`src/inc/lcn_pkg.sv`:
```
// Constants and carrier types of the line change notifier
`default_nettype none
package lcn_pkg;
	localparam int CLK_NS = 40;
	localparam int MS_NS = 1000000;
	localparam int STABLE_MS = 20;
	localparam int MS_CYCLES = MS_NS / CLK_NS;
	localparam int FILTER_TICKS = STABLE_MS + 1;
	localparam int CNT_W = 5;
	localparam int DIV_W = 24;
	localparam logic [7:0] MASK_RESET = 8'h00;
	localparam int BIT_GEN_ZERO = 0;
	localparam int BIT_GEN_ONE = 1;
	localparam int BIT_DSR = 2;
	localparam int BIT_DTR = 3;
	localparam int BIT_CTS = 4;
	localparam int BIT_RTS = 5;
	localparam int BIT_GEN_SIX = 6;
	localparam int BIT_GEN_SEVEN = 7;

	// Packed MSB first so each field lands on its mask bit
	typedef struct packed {
		logic general_line_seven;
		logic general_line_six;
		logic rts;
		logic cts;
		logic dtr;
		logic dsr;
		logic general_line_one;
		logic general_line_zero;
	} lcn_lines_s;

	typedef struct packed {
		logic [7:0] changed;
		logic [7:0] level;
	} lcn_notice_s;
endpackage : lcn_pkg
`default_nettype wire

```
`src/rtl/lcn_line_filter.sv`:
```
// Stability filter for one monitored line
`default_nettype none
module lcn_line_filter
	import lcn_pkg::*;
(
	input wire logic clk, // System clock
	input wire logic rst_n, // Synchronised reset, active low
	input wire logic tick, // One-millisecond enable
	input wire logic enable, // Mask bit of this line
	input wire logic reseed, // Reload state from the line
	input wire logic level_in, // Synchronised line level
	output logic state_r, // Filtered state
	output logic change // One-cycle change pulse
);
	logic [CNT_W-1:0] cnt_r;
	logic hit;

	assign hit = enable && !reseed && (level_in != state_r) && tick
		&& (cnt_r == CNT_W'(FILTER_TICKS - 1));
	assign change = hit;

	always_ff @(posedge clk or negedge rst_n)
	begin
		if (!rst_n)
			state_r <= 1'b0;
		else if (reseed || !enable || hit)
			state_r <= level_in;
	end

	// Any return to the filtered level restarts the count
	always_ff @(posedge clk or negedge rst_n)
	begin
		if (!rst_n)
			cnt_r <= '0;
		else if (reseed || !enable || level_in == state_r)
			cnt_r <= '0;
		else if (tick)
			cnt_r <= cnt_r + CNT_W'(1);
	end
endmodule : lcn_line_filter
`default_nettype wire

```
`src/rtl/lcn_notifier.sv`:
```
// Line change notifier: mask setting, filters and notice output
`default_nettype none
module lcn_notifier
	import lcn_pkg::*;
#(
	parameter int MS_CYCLES_P = MS_CYCLES
)
(
	input wire logic clk, // System clock, 25 MHz
	input wire logic rstn, // Asynchronous reset, active low
	input wire lcn_lines_s lines, // Monitored line pins
	input wire logic set_valid, // Store set_value as the mask setting
	input wire logic [7:0] set_value, // New mask setting
	input wire logic init_req, // Initialise the mask setting
	input wire logic reboot_req, // Apply the stored setting and restart
	input wire logic conn_up, // Data connection established
	input wire logic notice_ready, // Host side takes the notice
	output logic [7:0] mask_setting, // Stored mask setting for reading
	output logic [7:0] active_mask, // Mask in effect
	output logic notice_valid, // Notice waiting
	output lcn_notice_s notice // Changed lines and their levels
);
	logic rst_meta_r;
	logic rst_n;
	logic [7:0] pin_meta_r;
	logic [7:0] pin_sync_r;
	logic seed_r;
	logic [DIV_W-1:0] div_r;
	logic tick;
	logic reseed;
	logic [7:0] filt;
	logic [7:0] chg;
	logic [7:0] pend_r;
	logic [7:0] pend_nxt;
	logic take;
	logic load;

	always_ff @(posedge clk or negedge rstn)
	begin
		if (!rstn)
		begin
			rst_meta_r <= 1'b0;
			rst_n <= 1'b0;
		end
		else
		begin
			rst_meta_r <= 1'b1;
			rst_n <= rst_meta_r;
		end
	end

	// Pin synchroniser; two register stages for each of the eight lines
	always_ff @(posedge clk or negedge rst_n)
	begin
		if (!rst_n)
		begin
			pin_meta_r <= 8'h00;
			pin_sync_r <= 8'h00;
		end
		else
		begin
			pin_meta_r <= lines;
			pin_sync_r <= pin_meta_r;
		end
	end

	always_ff @(posedge clk or negedge rst_n)
	begin
		if (!rst_n)
			seed_r <= 1'b1;
		else
			seed_r <= 1'b0;
	end

	// Millisecond enable
	assign tick = (div_r == DIV_W'(MS_CYCLES_P - 1));

	always_ff @(posedge clk or negedge rst_n)
	begin
		if (!rst_n)
			div_r <= '0;
		else if (tick)
			div_r <= '0;
		else
			div_r <= div_r + DIV_W'(1);
	end

	always_ff @(posedge clk or negedge rst_n)
	begin
		if (!rst_n)
			mask_setting <= MASK_RESET;
		else if (init_req)
			mask_setting <= MASK_RESET;
		else if (set_valid)
			mask_setting <= set_value;
	end

	// A new setting only takes effect at reboot
	always_ff @(posedge clk or negedge rst_n)
	begin
		if (!rst_n)
			active_mask <= MASK_RESET;
		else if (reboot_req)
			active_mask <= mask_setting;
	end

	assign reseed = seed_r || reboot_req;

	for (genvar i = 0; i < 8; i++)
	begin : g_line
		lcn_line_filter u_filt (
			.clk(clk),
			.rst_n(rst_n),
			.tick(tick),
			.enable(active_mask[i]),
			.reseed(reseed),
			.level_in(pin_sync_r[i]),
			.state_r(filt[i]),
			.change(chg[i])
		);
	end

	assign take = notice_valid && notice_ready;
	assign load = (!notice_valid || take) && conn_up && !reboot_req && (pend_r != 8'h00);

	// New changes are kept even in the cycle the pending set is taken
	always_comb
	begin
		pend_nxt = load ? chg : (pend_r | chg);
		if (!conn_up || reboot_req)
			pend_nxt = 8'h00;
	end

	always_ff @(posedge clk or negedge rst_n)
	begin
		if (!rst_n)
			pend_r <= 8'h00;
		else
			pend_r <= pend_nxt;
	end

	always_ff @(posedge clk or negedge rst_n)
	begin
		if (!rst_n)
			notice_valid <= 1'b0;
		else if (!conn_up || reboot_req)
			notice_valid <= 1'b0;
		else if (load)
			notice_valid <= 1'b1;
		else if (take)
			notice_valid <= 1'b0;
	end

	always_ff @(posedge clk or negedge rst_n)
	begin
		if (!rst_n)
			notice <= '0;
		else if (load)
			notice <= '{changed: pend_r, level: filt};
	end

	// Mismatch age of line zero, for the stability check
	int mis_cnt;

	always_ff @(posedge clk or negedge rst_n)
	begin
		if (!rst_n)
			mis_cnt <= 0;
		else if (active_mask[0] && !reseed && pin_sync_r[0] != filt[0])
			mis_cnt <= mis_cnt + 1;
		else
			mis_cnt <= 0;
	end
endmodule : lcn_notifier
`default_nettype wire

```
`config.mk`:
```
export PLATFORM = sky130hd
export DESIGN_NAME = lcn_notifier
export DESIGN_NICKNAME = d
export VERILOG_FILES = /design/src/inc/lcn_pkg.sv /design/src/rtl/lcn_line_filter.sv /design/src/rtl/lcn_notifier.sv
export SDC_FILE = /design/constraint.sdc
export NUM_CORES = 1
export LEC_CHECK = 0
export BUFFER_PORTS_ARGS = -buffer_cell sky130_fd_sc_hd__buf_2
export CAP_MARGIN = 40
export CELL_PAD_IN_SITES_DETAIL_PLACEMENT = 0
export CELL_PAD_IN_SITES_GLOBAL_PLACEMENT = 1
export CORE_MARGIN = 4
export CORE_UTILIZATION = 43
export DETAILED_ROUTE_END_ITERATION = 8
export MAX_ROUTING_LAYER = met4
export PLACE_DENSITY = 0.75
export SLEW_MARGIN = 15
export SYNTH_ARGS = -nofsm -noshare
export SYNTH_HDL_FRONTEND = slang
export SYNTH_SLANG_ARGS = --single-unit
```
`constraint.sdc`:
```
create_clock -name clk -period 3.6 [get_ports clk]
set_input_delay 0.72 -clock clk [delete_from_list [all_inputs] [get_ports clk]]
set_output_delay 0.72 -clock clk [all_outputs]
set_load 0.02 [all_outputs]
```
==> results.md, run 1 <==
- Clock latency at the later pin of the worst-skew pair: 0.42 ns
- Fill count: 1,210
- Ys Warns: 0
- Register area share after synthesis: 0.536
- First-pass GRT wire length: 21,800 µm
- Top area cells in the synthesized netlist: dfrtp_1 53%, mux2_2 5.8%, a21oi_1 4.0%, ha_1 3.5%, nand3_1 3.2%
- Critical path arrival: 2.72 ns
- Vias after detailed routing: 4,421
- Syn Area/Cell: 10.9 µm²
- Primary FF master, synth: dfrtp_1
- Worst-Margin Slew: 0.847 ns
- CTS buffer count: 17
- Top delay family on crit path: simple AND/OR/NAND/NOR gates
- Biggest area consumer among synthesized cells: dfrtp_1
- FP Rows: 43
- Vias in the first global route: 4,375
- Max-slew violation count: 0
- Post-route clock period utilization: 0.662
- Leakage power: 3.13 nW
- Share of cells above drive strength 1: 0.241
- Syn-to-layout area delta: 16.2%
- Max VDD drop: 0.345 mV
- RD Place Congestion: 0.806
- Mapped Area: 6160 µm²
- Worst setup path class: reg -> reg
- Post-CTS setup buffers: 0
- Max clock buf depth: 2
- Routed WL: 12,900 µm
- CP Capture Type: flip-flop
- Final setup vio count: 0
- Initial Utilization: 0.442
- Fin. Hold Viols: 0
- Min-Delay Path Class: in -> async
- Worst R2R Start: div_r[0]$_DFF_PN0_
- Met2 WL: 6430 µm
- Met1 WL: 5910 µm
- Fin Setup TNS: 0 ns
- Crit path max fanout: 22
- Commonest cells post-synth: 131 x dfrtp_1, 49 x a21oi_1, 39 x nand3_1, 32 x mux2_2, 31 x nor2_1
- Pwr dens: 479 nW/µm²
- Setup crit start kind: flip-flop
- WL/cell: 16.1 µm
- Initial antenna violation count: 0
- Largest net degree at the start of global routing: 62
- Post-synth net total: 603
- Final setup margin: 1.22 ns
- DR iter-0 viols: 245
- Yosys cell types: 42
- Crit Reg-Reg Endpoint: g_line[7].u_filt.cnt_r[0]$_DFFE_PN0P_
- Largest stage delay, worst path: 0.80 ns
- Fin util: 0.514
- Asr flop ratio synth: 1.00
- Tot GR Track Use: 0.173
- Pre-CTS WS: 1.26 ns
- PortBufs: 55
- Unrepaired setup endpoints after global routing: false
- Hold-fix buffers at CTS: 0
- FF-to-FF path depth: 6
- Drc violations: 0
- Antenna diodes: 0
- Max-cap violations: 0
- Post-DP HPWL: 8870 µm
- Yosys reg bits: 132
- Count leader, synth: dfrtp_1
- Die span in y: 128 µm
- CTS clk-pin slew, worst paths: 0.06 ns
- Gr ovfl total: 0
- H-Tree Depth: 4
- Via density: 5.51
- Slew margin rel.: 0.435
- Crit-path cells: ha_1 -> nor3b_1 -> and4_1 -> buf_4 -> nand3_1 -> a21oi_1
- Final net count: 650
- WP buf/inv: 1
- Min Clock Period, post-route: 2.38 ns
- Status: completed
- TritonCTS clock tree: yes
- Die area: 16,300 µm²
- Fmax: 420 MHz
- Share of the synthesized area in the top cell type: 0.532
- Die X: 128 µm
- Worst Clk Skew: 0.00884 ns
- Crit path required time: 3.94 ns
- Slowest CP cell: and4_1
- Reg-to-reg slack, setup: 1.22 ns
- Clock Sinks: 132
- Routed Antenna Nets: 0
- Drt pass-1 iters: 4
- Core area: 13,900 µm²
- Metal3 WL: 415 µm
- Post-CTS Resized: 0
- Syn Inst Count: 563
- Post-synth EDFFs: 0
- Highest Signal Layer: met4
- Ports: 56
- Clk root buf: clkbuf_16
-- final cells by class --
type,instances,area (µm²),area share
clock inverter,12,154,0.0215
tap,180,225,0.0315
sequential,132,3310,0.462
inverter,27,101,0.0142
clock buffer,20,457,0.0638
multi-input combinational,369,2580,0.360
timing repair buffer,63,335,0.0468
-- metrics by stage --
step	power, W	hold WS, ns	instances	cell area, µm²
CTS	0.00346	0.0655	803	7160
global placement	0.00169	0.335	771	6550
floorplan	0.00165	0.331	563	6160
global route	0.00356	0.0623	803	7160
detailed placement	0.00170	0.337	771	6550
finish	0.00343	0.0771	803	7160
-- sequential cells by signal, indices dropped and copies added (netlist names), 8 cells and up --
name                   cells
g_line.u_filt.cnt_r       40
div_r                     24
notice                    16
active_mask                8
g_line.u_filt.state_r      8
mask_setting               8
pend_r                     8
pin_meta_r                 8
pin_sync_r                 8
-- power breakdown --
| part | switching (W) | internal (W) |
|---|---|---|
| clock network | 0.000637 | 0.00112 |
| logic | 0.0000684 | 0.0000492 |
| registers | 0.0000345 | 0.00151 |
-- logic make-up after synthesis --
| group | synth area share |
|---|---|
| DFF | 0.536 |
| xor gates and xnor gates | 0.0426 |
| adders and majority gates | 0.0345 |
| muxes | 0.0715 |
| buffers and inverters | 0.0449 |
| and+or+nand+nor | 0.177 |
| other | 0.00122 |
| AOI/OAI and AO/OA | 0.0922 |
-- routing by layer --
layer	vias up	track usage
met5	-	-
met4	0	0.0587
met3	10	0.0417
met2	69	0.270
met1	2208	0.222
li1	2134	-
-- cells in the final DEF, fill, tap and decap left out, drive strengths merged, types with 2 or more instances in the layout --
cell,count
clkbuf,20
xor2,12
and4,2
nor2,31
or2,11
nor2b,2
and4b,9
nand4,17
and2,2
nor3,4
dfrtp,131
nand2,14
mux2i,8
nand3,39
or3b,9
o21ai,16
mux2,32
nor4,8
a21oi,49
inv,28
xnor2,18
clkinvlp,3
buf,63
clkinv,5
a31oi,8
or4,27
conb,2
nand2b,2
bufinv,3
o31ai,24
ha,17
-- worst max path at each step --
stage,cells past startpoint,slack (ns),endpoint,startpoint
2_1_floorplan,0,1.40,active_mask[0]$_DFFE_PN0P_,rst_n$_DFF_PN0_
4_1_cts,5,1.23,g_line[6].u_filt.state_r$_DFFE_PN0P_,div_r[0]$_DFF_PN0_
5_1_grt,6,0.99,g_line[3].u_filt.cnt_r[0]$_DFFE_PN0P_,div_r[0]$_DFF_PN0_
3_3_place_gp,6,1.34,g_line[7].u_filt.cnt_r[0]$_DFFE_PN0P_,div_r[0]$_DFF_PN0_
3_5_place_dp,6,1.26,g_line[0].u_filt.cnt_r[0]$_DFFE_PN0P_,div_r[0]$_DFF_PN0_
6_report,6,1.22,g_line[7].u_filt.cnt_r[0]$_DFFE_PN0P_,div_r[0]$_DFF_PN0_
Note: power is estimated with default switching activity, not from simulation.
==> inputs of run 2 (changes only) <==
--- a/config.mk
+++ b/config.mk
@@ -5,12 +5,13 @@
 export SDC_FILE = /design/constraint.sdc
 export NUM_CORES = 1
 export LEC_CHECK = 0
+export ABC_AREA = 1
 export BUFFER_PORTS_ARGS = -buffer_cell sky130_fd_sc_hd__buf_2
 export CAP_MARGIN = 40
 export CELL_PAD_IN_SITES_DETAIL_PLACEMENT = 0
 export CELL_PAD_IN_SITES_GLOBAL_PLACEMENT = 1
 export CORE_MARGIN = 4
-export CORE_UTILIZATION = 43
+export CORE_UTILIZATION = 41
 export DETAILED_ROUTE_END_ITERATION = 8
 export MAX_ROUTING_LAYER = met4
 export PLACE_DENSITY = 0.75
==> constraint.sdc (replaced) <==
create_clock -name clk -period 1.9 [get_ports clk]
set_input_delay 0.38 -clock clk [delete_from_list [all_inputs] [get_ports clk]]
set_output_delay 0.38 -clock clk [all_outputs]
set_load 0.02 [all_outputs]
==> run 2 against run 1 <==
  * First-iteration DRC count up 4.1%
  * Synthesized cell count up 34%
  * Largest power group unchanged
  * Non-clock buffer count up 16
  * Utilization down 1.0 points
  * Setup slack worse by 1.1 ns
  * Design area up 7.7%
  * Routed wire length up 13%
  * Via count up 16%
  * Die area up 9.3%
  * Critical endpoint is now div_r[22]$_DFF_PN0_
  * Global-route usage up 0.39 points
  * Maximum frequency up 35%
  * Highest routed layer unchanged
==> results.md, run 2 <==
- Fin Setup TNS: 0 ns
- CTS clk-pin slew, worst paths: 0.06 ns
- Syn Area/Cell: 8.53 µm²
- Clk root buf: clkbuf_16
- Die area: 17,800 µm²
- Primary FF master, synth: dfrtp_1
- Count leader, synth: nand2_1
- Register area share after synthesis: 0.512
- Initial antenna violation count: 0
- Post-DP HPWL: 10,800 µm
- Most frequent cells in the layout: 178 x nand2_1, 130 x dfrtp_1, 108 x inv_1
- Ys Warns: 0
- WL/cell: 13.8 µm
- Vias in the first global route: 5,123
- Max reg flops: 40
- RD Place Congestion: 0.918
- Clock latency at the later pin of the worst-skew pair: 0.41 ns
- Leakage power: 3.84 nW
- FP Rows: 45
- Mapped Area: 6460 µm²
- Crit-path cells: ha_2 -> nand2_2 -> nor2_4 -> nand2_1 -> nor2_2 -> nand2_2 -> nor2_4 -> nand2_1 -> xor2_1
- Via density: 4.83
- Post-synth EDFFs: 0
- PortBufs: 55
- Worst setup path class: reg -> reg
- Drc violations: 0
- Crit path required time: 2.19 ns
- Die X: 134 µm
- Asr flop ratio synth: 1.00
- Largest regs: g_line.u_filt.cnt_r x40, div_r x24, notice x16
- Max VDD drop: 0.613 mV
- CTS buffer count: 17
- Fill count: 1,486
- DR iter-0 viols: 255
- Min Clock Period, post-route: 1.77 ns
- Clock Sinks: 132
- Initial Utilization: 0.422
- Status: completed
- Top reg by flops: g_line.u_filt.cnt_r
- Final Cell Area: 7710 µm²
- Yosys cell types: 31
- Fmax: 565 MHz
- Largest net degree at the start of global routing: 40
- Core area: 15,300 µm²
- Crit path max fanout: 5
- Antenna diodes: 0
- Routed WL: 14,600 µm
- Fin util: 0.504
- Reg-to-reg slack, setup: 0.13 ns
- Worst R2R Start: div_r[0]$_DFF_PN0_
- Syn-to-layout area delta: 19.4%
- FF-to-FF path depth: 9
- Max-cap violations: 0
- Crit Reg-Reg Endpoint: div_r[22]$_DFF_PN0_
- Final net count: 876
- Slowest CP cell: dfrtp_1
- Min-Delay Path Class: in -> reg
- TritonCTS clock tree: yes
- Commonest cells post-synth: 180 x nand2_1, 131 x dfrtp_1, 108 x inv_1, 76 x nand3_1, 56 x o21ai_0
- Critical path endpoint: div_r[22]$_DFF_PN0_
- Fin. Hold Viols: 0
- Yosys reg bits: 132
- Ports: 56
- Critical path arrival: 2.06 ns
- Share of cells above drive strength 1: 0.159
- Biggest area consumer among synthesized cells: dfrtp_1
- Max-slew violation count: 0
- Syn Inst Count: 757
- Setup crit start kind: flip-flop
- Gr ovfl total: 0
- Total power: 0.00632 W
- Max clock buf depth: 2
- Post-route clock period utilization: 0.931
- Vias after detailed routing: 5,124
- Largest stage delay, worst path: 0.41 ns
- First-pass GRT wire length: 24,600 µm
- Crit path from: div_r[0]$_DFF_PN0_
- Final setup vio count: 0
- Placed cell areas: 7060 µm²
- Drt pass-1 iters: 5
- Top area cells in the synthesized netlist: dfrtp_1 51%, nand2_1 10%, inv_1 6.3%, nand3_1 5.9%, xor2_1 4.5%
- Post-synth net total: 797
- Die span in y: 134 µm
- Unrepaired setup endpoints after global routing: true
- Tot GR Track Use: 0.177
- Worst Clk Skew: 0.00885 ns
- CP Capture Type: flip-flop
- Cell total after placement: 1,022
- Share of the synthesized area in the top cell type: 0.508
- Fin cells: 1,060
- Routed Antenna Nets: 0
- Pwr dens: 819 nW/µm²
- H-Tree Depth: 4
- Commonest non-fill, non-tap cell in the layout: nand2_1
==> run 2: layout make-up <==
| cell class | count | area, µm² | area share |
|---|---|---|---|
| repair buffers | 79 | 515 | 0.0669 |
| inverters | 112 | 422 | 0.0547 |
| well taps | 211 | 264 | 0.0342 |
| clock buffers | 17 | 425 | 0.0552 |
| multi-input cells | 494 | 2630 | 0.341 |
| flip-flops and latches | 132 | 3310 | 0.429 |
| clock inverters | 15 | 145 | 0.0188 |
==> run 2: what timing repair did <==
item	in CTS	in global routing
gates resized for setup	0	7
hold endpoints to repair	2	0
buffers inserted	0	5
hold buffers	1	0
endpoints found under the setup margin	0	31
==> run 2: per-stage QoR <==
step | hold WS, ns | setup slack [ns]
floorplan | 0.0844 | 0.272
global placement | 0.167 | 0.147
detailed placement | 0.167 | 0.0565
CTS | 0.0452 | 0.0115
global route | 0.0459 | -0.0112
finish | 0.0683 | 0.132
==> run 2: how the worst min path moves through the flow <==
stage | end | slack [ns] | startpoint | depth (start not counted)
after floorplan | rst_meta_r$_DFF_PN0_ | 0.08 | rstn | 0
after CTS | pin_meta_r[2]$_DFF_PN0_ | 0.05 | lines[2] | 1
final | pin_meta_r[2]$_DFF_PN0_ | 0.07 | lines[2] | 1
after global routing | pin_meta_r[1]$_DFF_PN0_ | 0.05 | lines[1] | 1
after global placement | rst_meta_r$_DFF_PN0_ | 0.17 | rstn | 1
after detailed placement | rst_meta_r$_DFF_PN0_ | 0.17 | rstn | 1
==> run 2: layer usage <==
metal / track usage / routed length (µm)
met1: 0.228 / 6840
met2: 0.279 / 7060
met3: 0.0400 / 470
met4: 0.0566 / 210
met5: - / 0
==> run 2: power breakdown <==
group / internal, W / leakage, nW / switching (W)
combinational: 0.0000846 / 1.81 / 0.000158
clock: 0.00183 / 0.277 / 0.00132
sequential: 0.00287 / 1.76 / 0.0000509
==> run 2: critical path, delay by kind of cell (launching register included) <==
kind,cells,cell delay [ns]
xor+xnor,1,0.16
fa+ha+maj,1,0.24
flops,1,0.41
simple gates,7,0.84
==> run 2: kinds of logic (layout without fill, tap and decap cells) <==
family	after synthesis	in the layout	synth area share
and+or+nand+nor	366	366	0.260
buffers and inverters	131	223	0.0847
adders and majority gates	17	17	0.0329
DFF	132	132	0.512
xor gates and xnor gates	43	43	0.0583
AOI/OAI and AO/OA	66	66	0.0515
other	2	2	0.00116
